$ cat config.mk
export PLATFORM = sky130hd
export DESIGN_NAME = spdtx_serial_in
export DESIGN_NICKNAME = d
export VERILOG_FILES = /design/src/spdtx_pkg.sv /design/src/spdtx_serial_in.sv
export SDC_FILE = /design/constraint.sdc
export NUM_CORES = 2
export LEC_CHECK = 0
export BUFFER_PORTS_ARGS = -buffer_cell sky130_fd_sc_hd__buf_2
export CAP_MARGIN = 15
export CORE_ASPECT_RATIO = 1.5
export CORE_MARGIN = 8
export CORE_UTILIZATION = 45
export CTS_CLUSTER_DIAMETER = 200
export DETAILED_ROUTE_END_ITERATION = 6
export SETUP_SLACK_MARGIN = 0.2
export SYNTH_ARGS = -nofsm -noshare
export SYNTH_HDL_FRONTEND = slang
export SYNTH_SLANG_ARGS = --single-unit
export TNS_END_PERCENT = 1
$ cat constraint.sdc
create_clock -name clk_i -period 4.6 [get_ports clk_i]
set_input_delay 0.46 -clock clk_i [delete_from_list [all_inputs] [get_ports clk_i]]
set_output_delay 0.46 -clock clk_i [all_outputs]
set_load 0.05 [all_outputs]
$ cat src/spdtx_pkg.sv
package spdtx_pkg;

  localparam int unsigned SPDTX_MAX_W      = 24;
  localparam int unsigned SPDTX_FIFO_DEPTH = 32;

  localparam logic [1:0] SPDTX_FMT_I2S = 2'h0;
  localparam logic [1:0] SPDTX_FMT_LJ  = 2'h1;
  localparam logic [1:0] SPDTX_FMT_RJ  = 2'h2;

  localparam logic [1:0] SPDTX_W16 = 2'h0;
  localparam logic [1:0] SPDTX_W18 = 2'h1;
  localparam logic [1:0] SPDTX_W20 = 2'h2;
  localparam logic [1:0] SPDTX_W24 = 2'h3;

  localparam logic SPDTX_OSR_256 = 1'h0;
  localparam logic SPDTX_OSR_384 = 1'h1;

  localparam logic [1:0] SPDTX_DIV_256 = 2'h2;
  localparam logic [1:0] SPDTX_DIV_384 = 2'h3;

  localparam logic [5:0] SPDTX_CNT_MAX   = 6'h3F;
  localparam logic [5:0] SPDTX_I2S_START = 6'h01;
  localparam logic [5:0] SPDTX_LJ_START  = 6'h00;

  typedef struct packed {
    logic [1:0] fmt;
    logic [1:0] width;
    logic       osr;
  } spdtx_cfg_s;

  typedef struct packed {
    logic [SPDTX_MAX_W-1:0] left;
    logic [SPDTX_MAX_W-1:0] right;
  } spdtx_pair_s;

  typedef struct packed {
    logic [1:0]             bclk_s;
    logic [1:0]             lr_s;
    logic [1:0]             dat_s;
    logic [1:0]             ovs_s;
    logic                   bclk_d;
    logic                   lr_d;
    logic                   ovs_d;
    logic [5:0]             bit_cnt;
    logic [SPDTX_MAX_W-1:0] sh;
    logic [SPDTX_MAX_W-1:0] left;
    logic                   have_left;
    logic                   pend;
    spdtx_pair_s            pair;
    logic                   overrun;
    logic [1:0]             div_cnt;
    logic                   biphase;
  } spdtx_state_s;

  // The bit clock detector starts high, so a clock parked high at release is no edge.
  localparam spdtx_state_s SPDTX_ST_RST = '{bclk_s: 2'h3, bclk_d: 1'h1, default: '0};

endpackage

$ cat src/spdtx_serial_in.sv
// Functional notes
// - Accept RJ, I2S, LJ; widths 16 to 24.
// - RJ: channel select high is left.
// - Capture data on rising bit clock edge.
// - RJ: MSB starts 32 minus width late.
// - RJ: LSB ends at next select transition.
// - I2S default: select low is left.
// - I2S: MSB one bit clock after transition.
// - LJ: select high left, MSB at transition.
// - Biphase clock divided from oversampling clock.
`timescale 1ns/1ps
`default_nettype none

module spdtx_fifo #(
  parameter int unsigned WIDTH = 48,
  parameter int unsigned DEPTH = 32
) (
  input  wire logic             clk_i,
  input  wire logic             rst_n_i,
  input  wire logic             clk_en_i,
  input  wire logic             wr_valid_i,
  output logic                  wr_ready_o,
  input  wire logic [WIDTH-1:0] wr_data_i,
  output logic                  rd_valid_o,
  input  wire logic             rd_ready_i,
  output logic      [WIDTH-1:0] rd_data_o
);
  localparam int unsigned AW = $clog2(DEPTH);

  typedef struct packed {
    logic [AW:0] wp;
    logic [AW:0] rp;
  } spdtx_fifo_state_s;

  generate
    if (DEPTH < 2 || (1 << AW) != DEPTH)
    begin : g_bad_depth
      $error("spdtx_fifo: DEPTH must be a power of two, at least 2");
    end
  endgenerate

  logic [WIDTH-1:0]  mem [DEPTH];
  spdtx_fifo_state_s st_reg;
  spdtx_fifo_state_s st_next;
  logic              full;
  logic              empty;
  logic              push;
  logic              pop;

  assign full       = (st_reg.wp[AW] != st_reg.rp[AW]) && (st_reg.wp[AW-1:0] == st_reg.rp[AW-1:0]);
  assign empty      = (st_reg.wp == st_reg.rp);
  assign wr_ready_o = ~full;
  assign rd_valid_o = ~empty;
  assign rd_data_o  = mem[st_reg.rp[AW-1:0]];
  assign push       = wr_valid_i & ~full & clk_en_i;
  assign pop        = rd_ready_i & ~empty & clk_en_i;

  always_comb
  begin
    st_next = st_reg;
    if (push)
    begin
      st_next.wp = st_reg.wp + 1'b1;
    end
    if (pop)
    begin
      st_next.rp = st_reg.rp + 1'b1;
    end
  end

  always_ff @(posedge clk_i)
  begin
    if (!rst_n_i)
    begin
      st_reg <= '0;
    end
    else if (clk_en_i)
    begin
      st_reg <= st_next;
    end
  end

  always_ff @(posedge clk_i)
  begin
    if (push)
    begin
      mem[st_reg.wp[AW-1:0]] <= wr_data_i;
    end
  end
endmodule

module spdtx_serial_in
  import spdtx_pkg::*;
#(
  parameter int unsigned FIFO_DEPTH = SPDTX_FIFO_DEPTH
) (
  input  wire logic        clk_i,
  input  wire logic        rst_n_i,
  input  wire logic        clk_en_i,
  input  wire logic        bit_clk_i,
  input  wire logic        ch_sel_i,
  input  wire logic        data_i,
  input  wire logic        oversampling_clock_i,
  input  wire spdtx_cfg_s  cfg_i,
  output logic             biphase_clk_o,
  output logic             out_valid_o,
  input  wire logic        out_ready_i,
  output spdtx_pair_s      out_pair_o,
  output logic             overrun_o
);
  spdtx_state_s st_reg;
  spdtx_state_s st_next;
  logic         wr_ready;

  function automatic logic [5:0] width_bits(input logic [1:0] code);
    case (code)
      SPDTX_W16: width_bits = 6'h10;
      SPDTX_W18: width_bits = 6'h12;
      SPDTX_W20: width_bits = 6'h14;
      default:   width_bits = 6'h18;
    endcase
  endfunction

  // Words leave MSB-aligned in 24 bits so the encoder sees one format for all widths.
  function automatic logic [SPDTX_MAX_W-1:0] align_word(input logic [SPDTX_MAX_W-1:0] src,
                                                        input logic [1:0]             code);
    logic [5:0] w;
    w          = width_bits(code);
    align_word = src << (6'h18 - w);
  endfunction

  always_comb
  begin
    logic                   rise;
    logic                   bit_now;
    logic                   lr_now;
    logic                   trans;
    logic [5:0]             cnt_now;
    logic [5:0]             start;
    logic                   done;
    logic                   is_left;
    logic [SPDTX_MAX_W-1:0] src;
    logic [SPDTX_MAX_W-1:0] word;
    logic [1:0]             div;
    rise    = 1'b0;
    bit_now = 1'b0;
    lr_now  = 1'b0;
    trans   = 1'b0;
    cnt_now = 6'h00;
    start   = 6'h00;
    done    = 1'b0;
    is_left = 1'b0;
    src     = '0;
    word    = '0;
    div     = 2'h0;
    st_next = st_reg;

    // The first stage of every synchroniser feeds only its second stage.
    st_next.bclk_s = {st_reg.bclk_s[0], bit_clk_i};
    st_next.lr_s   = {st_reg.lr_s[0], ch_sel_i};
    st_next.dat_s  = {st_reg.dat_s[0], data_i};
    st_next.ovs_s  = {st_reg.ovs_s[0], oversampling_clock_i};
    st_next.bclk_d = st_reg.bclk_s[1];
    st_next.ovs_d  = st_reg.ovs_s[1];

    if (st_reg.pend && wr_ready)
    begin
      st_next.pend = 1'b0;
    end

    rise = st_reg.bclk_s[1] & ~st_reg.bclk_d;
    if (rise)
    begin
      bit_now        = st_reg.dat_s[1];
      lr_now         = st_reg.lr_s[1];
      trans          = (lr_now != st_reg.lr_d);
      st_next.lr_d   = lr_now;
      cnt_now        = trans ? 6'h00 :
                       (st_reg.bit_cnt == SPDTX_CNT_MAX) ? SPDTX_CNT_MAX : st_reg.bit_cnt + 6'h01;
      st_next.bit_cnt = cnt_now;
      st_next.sh      = {st_reg.sh[SPDTX_MAX_W-2:0], bit_now};
      case (cfg_i.fmt)
        SPDTX_FMT_RJ:
        begin
          // The last width bits before the transition are the word, so the MSB
          // lands 32 minus width bits in on a 64-bit frame.
          done    = trans;
          is_left = st_reg.lr_d;
          src     = st_reg.sh;
        end
        SPDTX_FMT_LJ:
        begin
          start   = SPDTX_LJ_START;
          done    = (cnt_now == start + width_bits(cfg_i.width) - 6'h01);
          is_left = lr_now;
          src     = {st_reg.sh[SPDTX_MAX_W-2:0], bit_now};
        end
        default:
        begin
          start   = SPDTX_I2S_START;
          done    = (cnt_now == start + width_bits(cfg_i.width) - 6'h01);
          is_left = ~lr_now;
          src     = {st_reg.sh[SPDTX_MAX_W-2:0], bit_now};
        end
      endcase
      word = align_word(src, cfg_i.width);
    end

    if (done)
    begin
      if (is_left)
      begin
        st_next.left      = word;
        st_next.have_left = 1'b1;
      end
      else if (st_reg.have_left)
      begin
        st_next.have_left = 1'b0;
        // A pair that finds the previous one still waiting is dropped and flagged.
        if (st_next.pend)
        begin
          st_next.overrun = 1'b1;
        end
        else
        begin
          st_next.pair = '{left: st_reg.left, right: word};
          st_next.pend = 1'b1;
        end
      end
    end

    // Both edges count, so 256 fs divides by 2 and 384 fs by 3 to 128 fs.
    div = (cfg_i.osr == SPDTX_OSR_384) ? SPDTX_DIV_384 : SPDTX_DIV_256;
    if (st_reg.ovs_s[1] != st_reg.ovs_d)
    begin
      if (st_reg.div_cnt >= div - 2'h1)
      begin
        st_next.div_cnt = 2'h0;
        st_next.biphase = ~st_reg.biphase;
      end
      else
      begin
        st_next.div_cnt = st_reg.div_cnt + 2'h1;
      end
    end
  end

  always_ff @(posedge clk_i)
  begin
    if (!rst_n_i)
    begin
      st_reg <= SPDTX_ST_RST;
    end
    else if (clk_en_i)
    begin
      st_reg <= st_next;
    end
  end

  spdtx_fifo #(
    .WIDTH ($bits(spdtx_pair_s)),
    .DEPTH (FIFO_DEPTH)
  ) u_fifo (
    .clk_i      (clk_i),
    .rst_n_i    (rst_n_i),
    .clk_en_i   (clk_en_i),
    .wr_valid_i (st_reg.pend),
    .wr_ready_o (wr_ready),
    .wr_data_i  (st_reg.pair),
    .rd_valid_o (out_valid_o),
    .rd_ready_i (out_ready_i),
    .rd_data_o  (out_pair_o)
  );

  assign biphase_clk_o = st_reg.biphase;
  assign overrun_o     = st_reg.overrun;
endmodule

`default_nettype wire

==> impl_results.html <==
<table>
<tr><th>Metric</th><th>Value</th></tr>
<tr><th colspan="2">Run status</th></tr>
<tr><td>Run status</td><td>finished, violations left</td></tr>
<tr><td>Violated checks</td><td>DRC</td></tr>
<tr><th colspan="2">Drt</th></tr>
<tr><td>Residual DRC count</td><td>13</td></tr>
<tr><td>Post-route antenna net violation count</td><td>0</td></tr>
<tr><td>Met2 wire length</td><td>86100 um</td></tr>
<tr><td>DRT met1 WL</td><td>64200 um</td></tr>
<tr><td>Top metal layer carrying routed signals</td><td>met4</td></tr>
<tr><td>Initial drt markers</td><td>3758</td></tr>
<tr><td>Length of routed met3 wiring</td><td>9230 um</td></tr>
<tr><td>Post-Route WL</td><td>164000 um</td></tr>
<tr><td>DR pass1 iterations</td><td>7</td></tr>
<tr><td>Detail-routed via count per cell</td><td>6.07</td></tr>
<tr><td>Detail-routed net length per standard cell</td><td>30.1 um</td></tr>
<tr><td>Detailed-route via count</td><td>33000</td></tr>
<tr><th colspan="2">Clock tree</th></tr>
<tr><td>Clock tree from TritonCTS</td><td>yes</td></tr>
<tr><td>Post_cts resized</td><td>0</td></tr>
<tr><td>Maximum number of buffers from clock root to sink</td><td>3</td></tr>
<tr><td>Source-to-sink clock delay at the later pin of the worst-skew pair</td><td>790 ps</td></tr>
<tr><td>Number of clock sinks</td><td>1672</td></tr>
<tr><td>Clock root buffer</td><td>clkbuf_16</td></tr>
<tr><td>Clk slew on worst S/H paths</td><td>60 ps</td></tr>
<tr><td>CTS Buf Count</td><td>151</td></tr>
<tr><td>H-tree depth</td><td>4</td></tr>
<tr><th colspan="2">Floorplanning</th></tr>
<tr><td>Initial Utilization</td><td>45.2%</td></tr>
<tr><td>Floorplan die width</td><td>330 um</td></tr>
<tr><td>Vertical die dimension</td><td>488 um</td></tr>
<tr><td>Rows</td><td>173</td></tr>
<tr><td>Full die area</td><td>161000 um^2</td></tr>
<tr><td>Placeable core region</td><td>148000 um^2</td></tr>
<tr><td>Count of pins on the block boundary</td><td>64</td></tr>
<tr><th colspan="2">STA</th></tr>
<tr><td>Setup-failing EPs final</td><td>0</td></tr>
<tr><td>Setup repair after global routing missed its margin</td><td>false</td></tr>
<tr><td>Post-Route Setup TNS</td><td>0 ps</td></tr>
<tr><td>Ratio of final minimum period to clock period</td><td>90.0%</td></tr>
<tr><td>Achievable frequency</td><td>242 MHz</td></tr>
<tr><td>Final hold violation count</td><td>0</td></tr>
<tr><td>Worst hold slack</td><td>157 ps</td></tr>
<tr><td>Worst Max-Slew Pin Slew</td><td>1240 ps</td></tr>
<tr><td>Min Clock Period, post-route</td><td>4140 ps</td></tr>
<tr><td>Max-slew violation count</td><td>0</td></tr>
<tr><td>Slew HR</td><td>17.4%</td></tr>
<tr><td>Layout Skew</td><td>29.3 ps</td></tr>
<tr><th colspan="2">Setup path</th></tr>
<tr><td>Reg-to-Reg End</td><td>st_reg[44]</td></tr>
<tr><td>Data required time at the worst endpoint</td><td>4140 ps</td></tr>
<tr><td>Worst Setup Path Type</td><td>reg -&gt; out</td></tr>
<tr><td>Launching element type of the critical path</td><td>register</td></tr>
<tr><td>Number of cell instances on the worst register-to-register path</td><td>8</td></tr>
<tr><td>Critical R2R Launch</td><td>st_reg[102]</td></tr>
<tr><td>Critical path fanouts, max</td><td>38</td></tr>
<tr><td>R2R Setup Slk</td><td>1030 ps</td></tr>
<tr><td>Data arrival time of the critical path</td><td>3680 ps</td></tr>
<tr><td>Element type at the critical path end</td><td>primary output</td></tr>
<tr><th colspan="2">GRT</th></tr>
<tr><td>Number of global-route vias before repair</td><td>34400</td></tr>
<tr><td>First-pass GRT wire length</td><td>239000 um</td></tr>
<tr><td>Initial antenna violation count</td><td>4</td></tr>
<tr><td>All-Layer GR Usage</td><td>20.3%</td></tr>
<tr><td>Pin count of the biggest net entering global routing</td><td>106</td></tr>
<tr><td>Total global routing overflow</td><td>0</td></tr>
<tr><th colspan="2">Logic synthesis</th></tr>
<tr><td>Cell types occupying the most area after synthesis</td><td>edfxtp_1 69%, mux4_2 17%, dfxtp_1 4.1%</td></tr>
<tr><td>Netlist area before placement</td><td>66700 um^2</td></tr>
<tr><td>Synth unique cells</td><td>70</td></tr>
<tr><td>Post-Syn Instances</td><td>3267</td></tr>
<tr><td>Part of the Yosys area used for sequential elements</td><td>73.2%</td></tr>
<tr><td>Primary FF master, synth</td><td>edfxtp_1</td></tr>
<tr><td>Synth warn</td><td>0</td></tr>
<tr><td>Proportion of register bits with asynchronous set or reset after synthesis</td><td>0%</td></tr>
<tr><td>Number of flops mapped to enable cells by yosys</td><td>1536</td></tr>
<tr><td>Average footprint of a synthesized cell</td><td>20.4 um^2</td></tr>
<tr><td>Synthesis-stage register bit count</td><td>1672</td></tr>
<tr><td>Net count after synthesis</td><td>3295</td></tr>
<tr><td>Cell taking the most area after synthesis</td><td>edfxtp_1</td></tr>
<tr><td>Share of the synthesized area in the top cell type</td><td>69.1%</td></tr>
<tr><th colspan="2">Worst hold path</th></tr>
<tr><td>Class of the most critical hold timing path</td><td>in -&gt; reg</td></tr>
<tr><td>Hold path depth</td><td>2</td></tr>
<tr><td>Hold_sp</td><td>rst_n_i</td></tr>
<tr><td>Capture endpoint of the worst hold path</td><td>st_next[118]</td></tr>
<tr><th colspan="2">Power and ir drop</th></tr>
<tr><td>Switching Fraction</td><td>19.7%</td></tr>
<tr><td>Combinational fraction of design power</td><td>0.7%</td></tr>
<tr><td>Power density cells</td><td>384 nW/um^2</td></tr>
<tr><td>Static Leak</td><td>22.1 nW</td></tr>
<tr><td>Power spent charging and discharging nets</td><td>5.72 mW</td></tr>
<tr><td>Fraction of power consumed by sequential logic</td><td>56.4%</td></tr>
<tr><td>Portion of total power attributed to the clock network</td><td>42.9%</td></tr>
<tr><td>IR Drop Worst-Case VDD</td><td>0.345 mV</td></tr>
<tr><td>Int Power</td><td>23.3 mW</td></tr>
<tr><th colspan="2">Layout</th></tr>
<tr><td>Most common library cell in the layout ignoring fill and taps</td><td>edfxtp_1</td></tr>
<tr><td>Most frequent cells in the layout</td><td>1536 x edfxtp_1, 503 x mux4_2, 186 x nand2_1, 153 x clkbuf_16, 131 x dfxtp_1</td></tr>
<tr><td>Area growth, synth to finish</td><td>13.1%</td></tr>
<tr><td>Net count of the finished layout</td><td>3420</td></tr>
<tr><td>Fraction of final layout cells with drive strength greater than 1</td><td>29.0%</td></tr>
<tr><td>Largest register FFs</td><td>1536</td></tr>
<tr><th colspan="2">Job</th></tr>
<tr><td>Number of maximum-capacitance constraint violations</td><td>0</td></tr>
<tr><th colspan="2">Placement</th></tr>
<tr><td>Final weighted congestion in routability-driven placement</td><td>0.831</td></tr>
<tr><td>Total half-perimeter wirelength after legalization and detailed placement</td><td>92500 um</td></tr>
<tr><td>Port Buf Inserts</td><td>63</td></tr>
</table>
critical path: stages, from the launching register on:
cell     delay, ps
dfxtp_4        610
buf_12         270
buf_12         290
mux4_2         560
mux4_2         510
mux2_2         320
buf_2          230
metrics by stage:
| stage | total power [mW] | util, % | worst slack (ps) | instances | cell area [um^2] |
|---|---|---|---|---|---|
| 2_1_floorplan | 16.8 | - | 683 | 3267 | 66700 |
| 3_3_place_gp | 16.9 | 47.5 | 1180 | 5143 | 70200 |
| 3_5_place_dp | 16.9 | 47.5 | 1150 | 5143 | 70200 |
| 4_1_cts | 29.2 | 50.8 | 350 | 5421 | 75000 |
| 5_1_grt | 29.8 | 51.1 | 277 | 5439 | 75500 |
| 6_report | 29.0 | 51.1 | 460 | 5441 | 75500 |
power groups by stage:
stage | clock, mW | sequential [mW] | combinational (mW)
2_1_floorplan | 0 | 16.7 | 0.157
3_3_place_gp | 0 | 16.7 | 0.197
3_5_place_dp | 0 | 16.7 | 0.203
4_1_cts | 12.7 | 16.4 | 0.206
5_1_grt | 13.2 | 16.3 | 0.224
6_report | 12.4 | 16.4 | 0.208
area by class of cell:
| type | count | area (um^2) |
|---|---|---|
| fillers | 11600 | 72100 |
| well taps | 1925 | 2410 |
| multi-input cells | 1351 | 17100 |
| inverters | 16 | 60.1 |
| flip-flops and latches | 1672 | 48900 |
| diodes | 3 | 7.51 |
| clock buffers | 187 | 3970 |
| clock inverters | 87 | 867 |
| repair buffers | 200 | 2240 |
kinds of logic after synthesis:
group / synth area share, %
AO/OA/AOI/OAI: 2.87
XOR/XNOR: 0.313
adder cells (fa/ha/maj): 0.281
buffers and inverters: 1.61
flip-flops: 73.2
multiplexers: 18.4
AND/OR/NAND/NOR: 3.30
cells in the mapped netlist, drive strengths merged, types with 4 or more instances:
master / n
a21boi: 28
o311ai: 24
or3: 9
a211oi: 5
edfxtp: 1536
mux2i: 38
nand2b: 4
or4: 6
o21ai: 7
o22ai: 10
nand4: 46
and2: 34
a222oi: 18
xor2: 11
o31ai: 59
buf: 102
nor3: 9
ha: 15
nor2b: 15
a21oi: 61
mux4: 503
clkbuf: 126
a31oi: 7
nand2: 186
mux2: 52
inv: 16
nand3: 42
nor2: 78
and3: 16
xnor2: 12
a41oi: 12
dfxtp: 136
layer usage:
metal | GRT usage [%] | vias up
li1 | - | 13900
met1 | 25.9 | 17700
met2 | 36.0 | 1141
met3 | 3.04 | 274
met4 | 5.90 | 0
met5 | 0 | -
worst max-delay path by stage:
| stage | endpoint | slack [ps] | cells after the start |
|---|---|---|---|
| finish | out_pair_o[2] | 460 | 6 |
| global route | out_pair_o[7] | 280 | 6 |
| CTS | out_pair_o[7] | 350 | 6 |
| detailed placement | st_reg[44] | 1150 | 8 |
| global placement | u_fifo.mem[13][45] | 1180 | 6 |
| floorplan | u_fifo.mem[15][0] | 680 | 6 |
timing repair:
item                                   CTS  global route
endpoints found under the hold margin    4             0
setup buffers                            0             0
hold buffers                             4             0
No activity file was read; power rests on OpenSTA's default activity.
